File: config.mk
export PLATFORM = sky130hd
export DESIGN_NAME = staged_config_completer
export DESIGN_NICKNAME = d
export VERILOG_FILES = /design/src/verilog/staged_config_pkg.sv /design/src/verilog/critical_input_gate.sv /design/src/verilog/staged_config_completer.sv
export VERILOG_INCLUDE_DIRS = /design/src /design/src/verilog
export SDC_FILE = /design/constraint.sdc
export NUM_CORES = 1
export LEC_CHECK = 0
export BUFFER_PORTS_ARGS = -buffer_cell sky130_fd_sc_hd__buf_4
export CAP_MARGIN = 20
export CORE_ASPECT_RATIO = 0.75
export CORE_MARGIN = 8
export CORE_UTILIZATION = 56
export DETAILED_ROUTE_END_ITERATION = 8
export PLACE_DENSITY = 0.84
export SYNTH_ARGS = -nofsm -noshare
export SYNTH_HDL_FRONTEND = slang
export SYNTH_SLANG_ARGS = --single-unit
export TNS_END_PERCENT = 1
File: constraint.sdc
create_clock -name i_mclk -period 5.01 [get_ports i_mclk]
set_input_delay 1.002 -clock i_mclk [delete_from_list [all_inputs] [get_ports i_mclk]]
set_output_delay 1.002 -clock i_mclk [all_outputs]
set_load 0.02 [all_outputs]
File: src/verilog/staged_config_defs.svh
// Constants for the staged configuration completer
`ifndef STAGED_CONFIG_DEFS_SVH
`define STAGED_CONFIG_DEFS_SVH

`define CRIT_W 8
`define CRIT_IDLE 8'h00
`define RDY_MIN_CYC 4'h2
`define RDY_MAX_CYC 4'hc
`define BITSTREAM_BAR 3'h0
`define BAR0_APERTURE_LOG2 5'h1b
`define FMT_DATA_BIT 30
`define FMT_4DW_BIT 29
`define FMT_HI 31
`define FMT_LO 29
`define TYPE_HI 28
`define TYPE_LO 24
`define TC_HI 22
`define TC_LO 20
`define REQID_HI 31
`define REQID_LO 16
`define TAG_HI 15
`define TAG_LO 8
`define LOADDR_HI 6
`define LOADDR_LO 0
`define TYPE_MEM 5'h00
`define FMT_CPLD 3'h2
`define TYPE_CPL 5'h0a
`define CPL_STATUS_OK 3'h0
`define CPL_BYTES 12'h004
`define CPL_LEN 10'h001
`define CPL_LAST 2'h3
`define HDR_LAST_3DW 2'h2
`define HDR_LAST_4DW 2'h3
`define HDR_REQ_WORD 2'h1

`endif

File: src/verilog/staged_config_pkg.sv
// Types for the staged configuration completer
package staged_config_pkg;

    typedef enum logic [4:0] {
        ST_IDLE = 5'b00001,
        ST_HDR  = 5'b00010,
        ST_DATA = 5'b00100,
        ST_DROP = 5'b01000,
        ST_CPL  = 5'b10000
    } rx_state_t;

    typedef enum logic [1:0] {
        KIND_READ  = 2'b01,
        KIND_WRITE = 2'b10
    } req_kind_t;

endpackage : staged_config_pkg

File: src/verilog/critical_input_gate.sv
// Holds critical core inputs at idle levels until stage two is ready
`timescale 1ns/1ps
`include "staged_config_defs.svh"

module critical_input_gate (
    input wire logic i_mclk,
    input wire logic i_reset,
    input wire logic i_app_rdy,
    input wire logic [`CRIT_W-1:0] i_user_crit,
    output logic [`CRIT_W-1:0] o_core_crit
);
    localparam logic [`CRIT_W-1:0] IDLE_LEVELS = `CRIT_IDLE;

    genvar b;
    generate
        for (b = 0; b < `CRIT_W; b++) begin : g_bit
            always_ff @(posedge i_mclk) begin
                if (i_reset) begin
                    o_core_crit[b] <= IDLE_LEVELS[b];
                end else if (i_app_rdy) begin
                    o_core_crit[b] <= i_user_crit[b]; // [RL3]
                end else begin
                    o_core_crit[b] <= IDLE_LEVELS[b]; // [RL1] [RL2]
                end
            end
        end
    endgenerate
endmodule : critical_input_gate

File: src/verilog/staged_config_completer.sv
// First-stage completer: drains requests, loads bitstream, hands off to user
`timescale 1ns/1ps
`include "staged_config_defs.svh"

// What this block does
// RL1 - Critical core inputs pass through a gate disabled during stage two loading.
// RL2 - While loading, gated inputs are forced to their deasserted idle levels.
// RL3 - Once ready asserts, gated inputs follow the user-side sources.
// RL4 - Unhandled received requests are drained so configuration traffic never locks up.
// RL5 - Completer logic is active only when the staged mode parameter is set; otherwise it stays built but idle.
// RL6 - Host sends single-word reads; each gets a completion with zero data.
// RL7 - Vendor messages are taken from the receive stream and discarded.
// RL8 - Memory writes hitting BAR0 carry second-stage bitstream data.
// RL9 - Accepted bitstream write payload goes to the configuration access port.
// RL10 - After ready asserts the completer goes inactive and handles nothing.
// RL11 - BAR0 aperture is a 128 megabyte memory window.
// RL12 - Host delivers the bitstream as 32-bit aligned memory writes.
// RL13 - Ready asserts 2 to 12 cycles after stage two, between packets unless forced at the 12-cycle bound.
// RL14 - End of startup marks stage two loaded and triggers the ready handoff.
// RL15 - User logic leaves configuration and startup ports alone until ready.
// RL16 - Completions copy requester id, tag, traffic class; status successful.
module staged_config_completer
    import staged_config_pkg::*;
#(
    parameter bit STAGED_MODE = 1'b1
) (
    input wire logic i_mclk,
    input wire logic i_reset,
    input wire logic i_end_of_startup,
    input wire logic [15:0] i_completer_id,
    input wire logic [31:0] i_rx_data,
    input wire logic i_rx_valid,
    input wire logic i_rx_sop,
    input wire logic i_rx_eop,
    input wire logic [2:0] i_rx_bar_id,
    output logic o_rx_ready,
    output logic [31:0] o_tx_data,
    output logic o_tx_valid,
    output logic o_tx_sop,
    output logic o_tx_eop,
    input wire logic i_tx_ready,
    output logic [31:0] o_icap_data,
    output logic o_icap_valid,
    input wire logic [`CRIT_W-1:0] i_user_crit,
    output logic [`CRIT_W-1:0] o_core_crit,
    output logic [4:0] o_bar0_aperture_log2,
    output logic o_user_app_rdy
);
    logic eos_s1;
    logic eos_s2;
    logic eos_s3;
    logic eos_stable;
    logic [3:0] rdy_cnt;
    logic next_rdy;
    logic active;
    rx_state_t state;
    rx_state_t next_state;
    req_kind_t kind;
    logic [1:0] hdr_idx;
    logic [1:0] hdr_last;
    logic bar_ok;
    logic [15:0] req_id;
    logic [7:0] req_tag;
    logic [2:0] req_tc;
    logic [6:0] low_addr;
    logic [1:0] cpl_idx;
    logic rx_fire;
    logic tx_fire;

    // End-of-startup crosses in through three flops
    always_ff @(posedge i_mclk) begin
        if (i_reset) begin
            eos_s1 <= 1'b0;
            eos_s2 <= 1'b0;
            eos_s3 <= 1'b0;
        end else begin
            eos_s1 <= i_end_of_startup;
            eos_s2 <= eos_s1;
            eos_s3 <= eos_s2;
        end
    end

    always_ff @(posedge i_mclk) begin
        if (i_reset) begin
            eos_stable <= 1'b0;
        end else if (eos_s2 == eos_s3) begin
            eos_stable <= eos_s3 | eos_stable; // [RL14]
        end
    end

    // Handoff waits for an idle receive path, forced at the upper bound
    always_comb begin
        next_rdy = o_user_app_rdy;
        if (eos_stable) begin
            if ((rdy_cnt >= `RDY_MIN_CYC - 4'h1 && state == ST_IDLE && !i_rx_valid)
                || rdy_cnt == `RDY_MAX_CYC - 4'h1) begin
                next_rdy = 1'b1; // [RL13] [RL14]
            end
        end
    end

    always_ff @(posedge i_mclk) begin
        if (i_reset) begin
            rdy_cnt <= 4'h0;
            o_user_app_rdy <= 1'b0;
        end else begin
            if (eos_stable && rdy_cnt != `RDY_MAX_CYC) begin
                rdy_cnt <= rdy_cnt + 4'h1;
            end
            o_user_app_rdy <= next_rdy;
        end
    end

    assign active = STAGED_MODE && !o_user_app_rdy; // [RL5] [RL10]
    assign rx_fire = i_rx_valid && o_rx_ready;
    assign tx_fire = o_tx_valid && i_tx_ready;

    always_ff @(posedge i_mclk) begin
        if (i_reset) begin
            o_bar0_aperture_log2 <= 5'h0;
        end else begin
            o_bar0_aperture_log2 <= `BAR0_APERTURE_LOG2; // [RL11]
        end
    end

    critical_input_gate u_gate (
        .i_mclk(i_mclk),
        .i_reset(i_reset),
        .i_app_rdy(o_user_app_rdy), // [RL1]
        .i_user_crit(i_user_crit),
        .o_core_crit(o_core_crit)
    );

    always_comb begin
        next_state = state;
        unique case (state)
            ST_IDLE: begin
                if (rx_fire && i_rx_sop) begin
                    if (i_rx_data[`TYPE_HI:`TYPE_LO] == `TYPE_MEM) begin
                        next_state = ST_HDR;
                    end else if (!i_rx_eop) begin
                        next_state = ST_DROP; // [RL4] [RL7]
                    end
                end
            end
            ST_HDR: begin
                if (rx_fire && hdr_idx == hdr_last) begin
                    if (kind == KIND_READ) begin
                        next_state = ST_CPL; // [RL6]
                    end else if (i_rx_eop) begin
                        next_state = ST_IDLE;
                    end else begin
                        next_state = ST_DATA;
                    end
                end
            end
            ST_DATA, ST_DROP: begin
                if (rx_fire && i_rx_eop) begin
                    next_state = ST_IDLE;
                end
            end
            ST_CPL: begin
                if (tx_fire && cpl_idx == `CPL_LAST) begin
                    next_state = ST_IDLE;
                end
            end
        endcase
        if (!active) begin
            next_state = ST_IDLE; // [RL10]
        end
    end

    always_ff @(posedge i_mclk) begin
        if (i_reset) begin
            state <= ST_IDLE;
            o_rx_ready <= 1'b0;
        end else begin
            state <= next_state;
            o_rx_ready <= active && next_state != ST_CPL; // [RL4] [RL10]
        end
    end

    // Header capture
    always_ff @(posedge i_mclk) begin
        if (i_reset) begin
            kind <= KIND_READ;
            hdr_idx <= 2'h0;
            hdr_last <= `HDR_LAST_3DW;
            bar_ok <= 1'b0;
            req_id <= 16'h0;
            req_tag <= 8'h0;
            req_tc <= 3'h0;
            low_addr <= 7'h0;
        end else if (rx_fire) begin
            if (state == ST_IDLE && i_rx_sop) begin
                kind <= i_rx_data[`FMT_DATA_BIT] ? KIND_WRITE : KIND_READ;
                hdr_last <= i_rx_data[`FMT_4DW_BIT] ? `HDR_LAST_4DW : `HDR_LAST_3DW;
                req_tc <= i_rx_data[`TC_HI:`TC_LO]; // [RL16]
                bar_ok <= i_rx_bar_id == `BITSTREAM_BAR; // [RL8]
                hdr_idx <= `HDR_REQ_WORD;
            end else if (state == ST_HDR) begin
                hdr_idx <= hdr_idx + 2'h1;
                if (hdr_idx == `HDR_REQ_WORD) begin
                    req_id <= i_rx_data[`REQID_HI:`REQID_LO]; // [RL16]
                    req_tag <= i_rx_data[`TAG_HI:`TAG_LO];
                end
                if (hdr_idx == hdr_last) begin
                    low_addr <= i_rx_data[`LOADDR_HI:`LOADDR_LO];
                end
            end
        end
    end

    // Bitstream words to the configuration access port
    always_ff @(posedge i_mclk) begin
        if (i_reset) begin
            o_icap_data <= 32'h0;
            o_icap_valid <= 1'b0;
        end else begin
            o_icap_valid <= rx_fire && state == ST_DATA && bar_ok && active; // [RL8] [RL9]
            if (rx_fire && state == ST_DATA) begin
                o_icap_data <= i_rx_data; // [RL9]
            end
        end
    end

    // Zero-data completion, four words
    always_ff @(posedge i_mclk) begin
        if (i_reset) begin
            o_tx_data <= 32'h0;
            o_tx_valid <= 1'b0;
            o_tx_sop <= 1'b0;
            o_tx_eop <= 1'b0;
            cpl_idx <= 2'h0;
        end else if (!active) begin
            o_tx_valid <= 1'b0; // [RL10]
            o_tx_sop <= 1'b0;
            o_tx_eop <= 1'b0;
        end else if (state != ST_CPL && next_state == ST_CPL) begin
            o_tx_valid <= 1'b1;
            o_tx_sop <= 1'b1;
            o_tx_eop <= 1'b0;
            cpl_idx <= 2'h0;
            o_tx_data <= {`FMT_CPLD, `TYPE_CPL, 1'b0, req_tc, 10'h0, `CPL_LEN}; // [RL16]
        end else if (tx_fire) begin
            cpl_idx <= cpl_idx + 2'h1;
            o_tx_sop <= 1'b0;
            unique case (cpl_idx)
                2'h0: o_tx_data <= {i_completer_id, `CPL_STATUS_OK, 1'b0, `CPL_BYTES}; // [RL16]
                2'h1: o_tx_data <= {req_id, req_tag, 1'b0, low_addr}; // [RL16]
                2'h2: o_tx_data <= 32'h0; // [RL6]
                2'h3: o_tx_data <= 32'h0;
            endcase
            o_tx_eop <= cpl_idx == `CPL_LAST - 2'h1;
            o_tx_valid <= cpl_idx != `CPL_LAST;
        end
    end
endmodule : staged_config_completer

Yosys cells after proc, flatten, opt, wreduce, memory -nomap -nowiden:

Cells that the tools add are included.

* $add $sub $neg: 3
* $lt $le $gt $ge: 1
* equality and inequality tests: 18
* mux-type cells: 24
* bitwise logic cells: 3
* reduce and logical (&&, ||, !) cells: 34

Operators by type and width (number)
* case mux 32 bit (3 select lines): 1
* 2-to-1 mux 32 bit: 2
* 2-to-1 mux 5 bit: 9
* case mux 5 bit (4 select lines): 1
* logical AND 1 bit: 15
* == test 5 bit (second input constant): 2
* 2-to-1 mux 2 bit: 5
* != test 5 bit (second input constant): 2
* AND reduction 2 bit: 4
* AND reduction 4 bit: 2
* OR reduction 2 bit: 4
* == test 2 x 1 -> 1 bit (second input constant): 3
* == test 5 x 1 -> 1 bit (second input constant): 1
* == test 5 x 2 -> 1 bit (second input constant): 1
* == test 5 x 3 -> 1 bit (second input constant): 1
* == test 5 x 4 -> 1 bit (second input constant): 1
* zero test 5 bit: 1
* 2-to-1 mux 1 bit: 5
* adder 2 x 1 -> 2 bit (second input constant): 2
* adder 4 x 1 -> 4 bit (second input constant): 1
* == test 2 bit (second input constant): 2
* == test 4 bit (second input constant): 1
* greater-or-equal comparator 4 x 1 -> 1 bit (second input constant): 1
* != test 4 bit (second input constant): 1
* 12 further kinds: 15

* register bits: 139
* input port bits: 66
* output and inout bits: 83
* word-level logic and storage cells: 115

Depth between registers and ports, before layout:

* depth after elaboration: 9
* gate-level depth with buffers: 10
* mapped depth without buffers: 8

Hierarchy:

From an unflattened synthesis, not the netlist that was laid out.

* cell total of the unflattened synthesis: 619
* area, all modules: 5470.2 sq um

By module, submodules not included
* staged_config_completer: instances 1, cells an instance 603, area each 5240.0 sq um, sequential area each 2502.4 sq um
* critical_input_gate: instances 1, cells an instance 16, area each 230.2 sq um, sequential area each 160.2 sq um

Least setup slack after synthesis:

No wires, ideal clock.

* kind: in2reg
* start point: input port i_rx_data[25]
* end point: register o_tx_data[19]
* setup time: 0.116 ns
* arrival time: 2.997 ns
* data required time: 4.894 ns
* path slack: 1.897 ns
* cell stages on the path: 9
* path buffers: 2
* cell sequence: or4_4 nor3_1 nor2_1 a221o_1 nor4_4 or2_1 buf_6 buf_6 nor2_1

* word-level cells in the longest chain between the ends: 9
* elaborated cells on any way between the ends: 10
* classes of those cells: 1 x eq/ne; 5 x mux; 4 x reduce/logical

RTL lines
* from (decl): RTL line staged_config_completer.sv:31 `input wire logic [31:0] i_rx_data,`
* zero test 5 bit (no source line) (*)
* 2-to-1 mux 5 bit (*): RTL line staged_config_completer.sv:139 `` if (i_rx_data[`TYPE_HI:`TYPE_LO] == `TYPE_MEM) begin ``
* 2-to-1 mux 5 bit (*): RTL line staged_config_completer.sv:138 `if (rx_fire && i_rx_sop) begin`
* case mux 5 bit (4 select lines) (*): RTL line staged_config_completer.sv:136 `unique case (state)`
* 2-to-1 mux 5 bit (*): RTL line staged_config_completer.sv:168 `if (!active) begin`
* == test 5 bit (*): RTL line staged_config_completer.sv:239 `end else if (state != ST_CPL && next_state == ST_CPL) begin`
* logical AND 1 bit (*): RTL line staged_config_completer.sv:239
* nonzero test 2 bit (no source line)
* AND reduction 2 bit (no source line)
* to (signal assigned): RTL line staged_config_completer.sv:244 `` o_tx_data <= {`FMT_CPLD, `TYPE_CPL, 1'b0, req_tc, 10'h0, `CPL_LEN}; ``
* to (signal assigned): RTL line staged_config_completer.sv:249 `` 2'h0: o_tx_data <= {i_completer_id, `CPL_STATUS_OK, 1'b0, `CPL_BYTES}; ``
* to (signal assigned): RTL line staged_config_completer.sv:250 `2'h1: o_tx_data <= {req_id, req_tag, 1'b0, low_addr};`
* to (decl): RTL line staged_config_completer.sv:37 `output logic [31:0] o_tx_data,`

Mark *: on every way between the ends. The rest lies on a longest branch, timed or not.
A chain may end at the register's enable or synchronous reset.

Worst setup path after layout:

* start point: input port i_rx_data[25]
* end point: register o_tx_data[31]

The elaborated chain is that of the path after synthesis.

==> impl_metrics.py <==
metrics = {
    "logic_synthesis": {
        "synth.area.mux_share_pct": 2.07,
        "synth_top_family_by_area": "simple AND/OR/NAND/NOR gates",
        "synth_xor_area_share_pct": 0.824,
        "synthArstFlopShare_pct": 0,
        "syn_area_um2": 5320,
        "synth-adder-area-share_pct": 1.88,
        "synth_compound_area_share_pct": 15.3,
        "synthFlopType": "dfxtp_1",
        "synth.area.top_cells": "dfxtp_1 (50%), nand2_1 (13%), a21oi_1 (8.6%)",
        "synth.distinct_cells": 49,
        "ys_ff_latch": 133,
        "seq_area_frac_synth_pct": 50.1,
        "yosys_warnings": 0,
        "syn_area_per_cell_um2": 8.04,
        "synthCells": 661,
        "synth_top_area_share_pct": 50.1,
        "synth_top_cell_by_area": "dfxtp_1",
        "synth_edf_count": 0,
        "synthSimpleGateAreaFrac_pct": 24.9,
    },
    "routing": {
        "wl_met3_um": 1670,
        "post-route-drc-count": 0,
        "wl_met2_um": 7070,
        "highest_layer": "met4",
        "wirelength_um": 15700,
        "wl_per_cell_um": 17.1,
        "post_drt_via_cell_ratio": 5.55,
        "ant_nets": 0,
        "dr.pass1.iters": 5,
        "wl_met1_um": 6790,
        "drt-initial-drc-count": 479,
        "via_count": 5114,
    },
    "outcome": {
        "status": "complete, no violations",
    },
    "run": {
        "cap_violations": 0,
    },
    "power": {
        "power_density_nw_per_um2": 338,
        "clockPowerShare_pct": 50.7,
        "p_comb_share_pct": 4.1,
        "power_switching_uw": 514,
        "swShare_pct": 21.8,
        "power.ir.vdd_worst_mv": 0.264,
        "p_leak_uw": 0.00287,
        "p_int_uw": 1850,
        "pwr-share-seq_pct": 45.2,
    },
    "die": {
        "num_rows": 30,
        "core_area_um2": 9160,
        "dieArea_um2": 12900,
        "io_pins": 149,
        "fp.dieW_um": 129,
        "start_util_pct": 58.1,
        "die_h_um": 100,
    },
    "critical_path": {
        "cp_slowest_stage_delay_ps": 710,
        "path_cells": "buf_4 -> or4_4 -> o31ai_1 -> nor3_1 -> a211o_1 -> nor4_4 -> or2_1 -> nor2_1",
        "reg2reg_slack_ps": 1930,
        "path_max_fanout": 25,
        "critPathKind": "input port to flop",
        "end_kind": "flop",
        "critPathTopFamily": "simple AND/OR/NAND/NOR gates",
        "critical_path.startpoint_type": "input port",
        "r2r_cells": 7,
        "r2r_start": "state[2]$_SDFF_PP0_",
        "crit_buf_inv": 1,
        "cp_slowest_cell": "or2_1",
        "cp.arrival_ps": 3690,
        "crit_required_ps": 5280,
        "r2r_end": "o_tx_data[31]$_SDFFE_PP0P_",
    },
    "cts": {
        "clockRootBuffer": "clkbuf_16",
        "hold_buffers": 0,
        "clock_path_buffers": 2,
        "h-tree-depth": 4,
        "clk_pin_slew_ps": 60,
        "cts_made_buffers": 17,
        "cts_tree": "done",
        "ctsResizeCount": 0,
        "clk_latency_ps": 420,
        "clkSinkCount": 133,
        "post-cts-setup-buffer-count": 0,
    },
    "timing": {
        "max_freq_mhz": 292,
        "finalHoldViolCount": 0,
        "relSlewSlack_pct": 30.5,
        "finalSetupViolations": 0,
        "period_share_pct": 68.4,
        "grt_setup_unrepaired": "false",
        "final.min_clock_period_ps": 3430,
        "tns_ps": 0,
        "tightestPinTransition_ps": 1040,
        "slew_violations": 0,
        "setup_ws_ps": 1580,
        "fin_worst_skew_ps": 6.23,
    },
    "final_layout": {
        "n_antenna_cell": 0,
        "area_growth_pct": 31.5,
        "drive_above_1_share_pct": 23.5,
        "layout.nets": 855,
        "final_common_cell": "nand2_1",
        "finish.utilization_pct": 76.4,
        "final_cell_mix": "nand2_1 (181), buf_4 (148), dfxtp_1 (133), a21oi_1 (91), nor2_1 (45)",
    },
    "placement": {
        "port_buffers": 146,
        "dp_slack_ps": 1160,
        "dp_hpwl_um": 10900,
        "place_congestion": 0.855,
    },
    "global_routing": {
        "overflow": 0,
        "grt_pass1_vias": 4913,
        "grt_pass1_wl_um": 24700,
        "grt_usage_pct": 24.1,
        "grt_max_degree": 94,
        "antenna_found_initial": 0,
    },
    "worst_hold_path": {
        "hp-class": "flop to flop",
        "hold_path_end": "o_icap_data[18]$_SDFFE_PP0P_",
        "worstHoldStart": "o_icap_data[18]$_SDFFE_PP0P_",
        "whs_path_depth": 2,
    },
}
==> state kept, by name, indices dropped and copies added, names as in the netlist, 2 cells and up <==
name,flops
state,5
req_tag,8
req_id,16
req_tc,3
o_tx_data,31
rdy_cnt,4
low_addr,7
hdr_idx,2
o_icap_data,32
kind,2
u_gate.o_core_crit,8
cpl_idx,2
==> synth_stat cells, types with 2 or more instances <==
cell        n
a21oi_1    91
a31oi_1     3
and2_1      5
and3_1     12
and4b_1     2
buf_4       5
buf_6       3
clkbuf_1   42
dfxtp_1   133
ha_1        8
inv_1       9
mux2i_1    11
nand2_1   181
nand3_1    23
nand4b_1    2
nor2_1     46
nor2b_1     7
nor3_1      9
nor4_1      3
o211ai_1   16
o21ai_0    18
o22ai_1     2
xnor2_1     2
xor2_1      3
==> through the flow <==
stage | hold WS (ps) | cell area (um^2) | std cells | total power (uW)
2_1_floorplan | 414 | 5320 | 662 | 1130
3_3_place_gp | 433 | 6370 | 888 | 1190
3_5_place_dp | 448 | 6390 | 889 | 1190
4_1_cts | 457 | 6970 | 920 | 2370
5_1_grt | 469 | 6990 | 921 | 2430
6_report | 453 | 6990 | 921 | 2360
==> per-layer routing <==
layer | track usage, % | vias to the layer above
li1 | - | 2464
met1 | 30.3 | 2401
met2 | 37.3 | 230
met3 | 9.53 | 19
met4 | 7.38 | 0
met5 | 0 | -
==> power by group through the flow <==
stage	Combinational (uW)	Clock (uW)	Sequential [uW]
final	97.5	1200	1070
after floorplan	43.4	0	1090
after global placement	94.5	0	1090
after detailed placement	95.9	0	1090
after CTS	97.0	1200	1070
after global routing	105	1260	1070
==> worst register-to-register path: cells and delay by family (launching register included) <==
| kind | cells | cell delay, ps |
|---|---|---|
| compound gates | 1 | 370 |
| flops | 1 | 570 |
| simple gates | 6 | 1990 |
==> cell type report <==
cell class / count / area, um^2
Sequential cell: 133 / 2660
Multi-Input combinational cell: 470 / 2400
Fill cell: 688 / 2160
Timing Repair Buffer: 150 / 1170
Clock buffer: 18 / 439
Tap cell: 128 / 160
Clock inverter: 13 / 134
Inverter: 9 / 33.8
==> kinds of logic (layout without fill, tap and decap cells) <==
group	count (synthesis)	after routing
adder cells (fa/ha/maj)	8	8
flip-flops	133	133
XOR/XNOR	5	5
AO/OA/AOI/OAI	143	143
other	1	2
AND/OR/NAND/NOR	301	301
multiplexers	11	11
buffers and inverters	59	190
==> worst max path at each step <==
stage	startpoint	endpoint	slack [ps]	cells past startpoint
floorplan	i_rx_data[25]	o_tx_data[19]$_SDFFE_PP0P_	1900	9
global placement	i_rx_data[25]	o_tx_data[16]$_SDFFE_PP0P_	1200	8
detailed placement	i_rx_data[25]	o_tx_data[26]$_SDFFE_PP0P_	1160	8
CTS	i_rx_data[25]	o_tx_data[31]$_SDFFE_PP0P_	1590	8
global route	i_rx_data[25]	o_tx_data[2]$_SDFFE_PP0P_	1430	8
finish	i_rx_data[25]	o_tx_data[31]$_SDFFE_PP0P_	1580	8
Power figures use the tool's default switching activity.
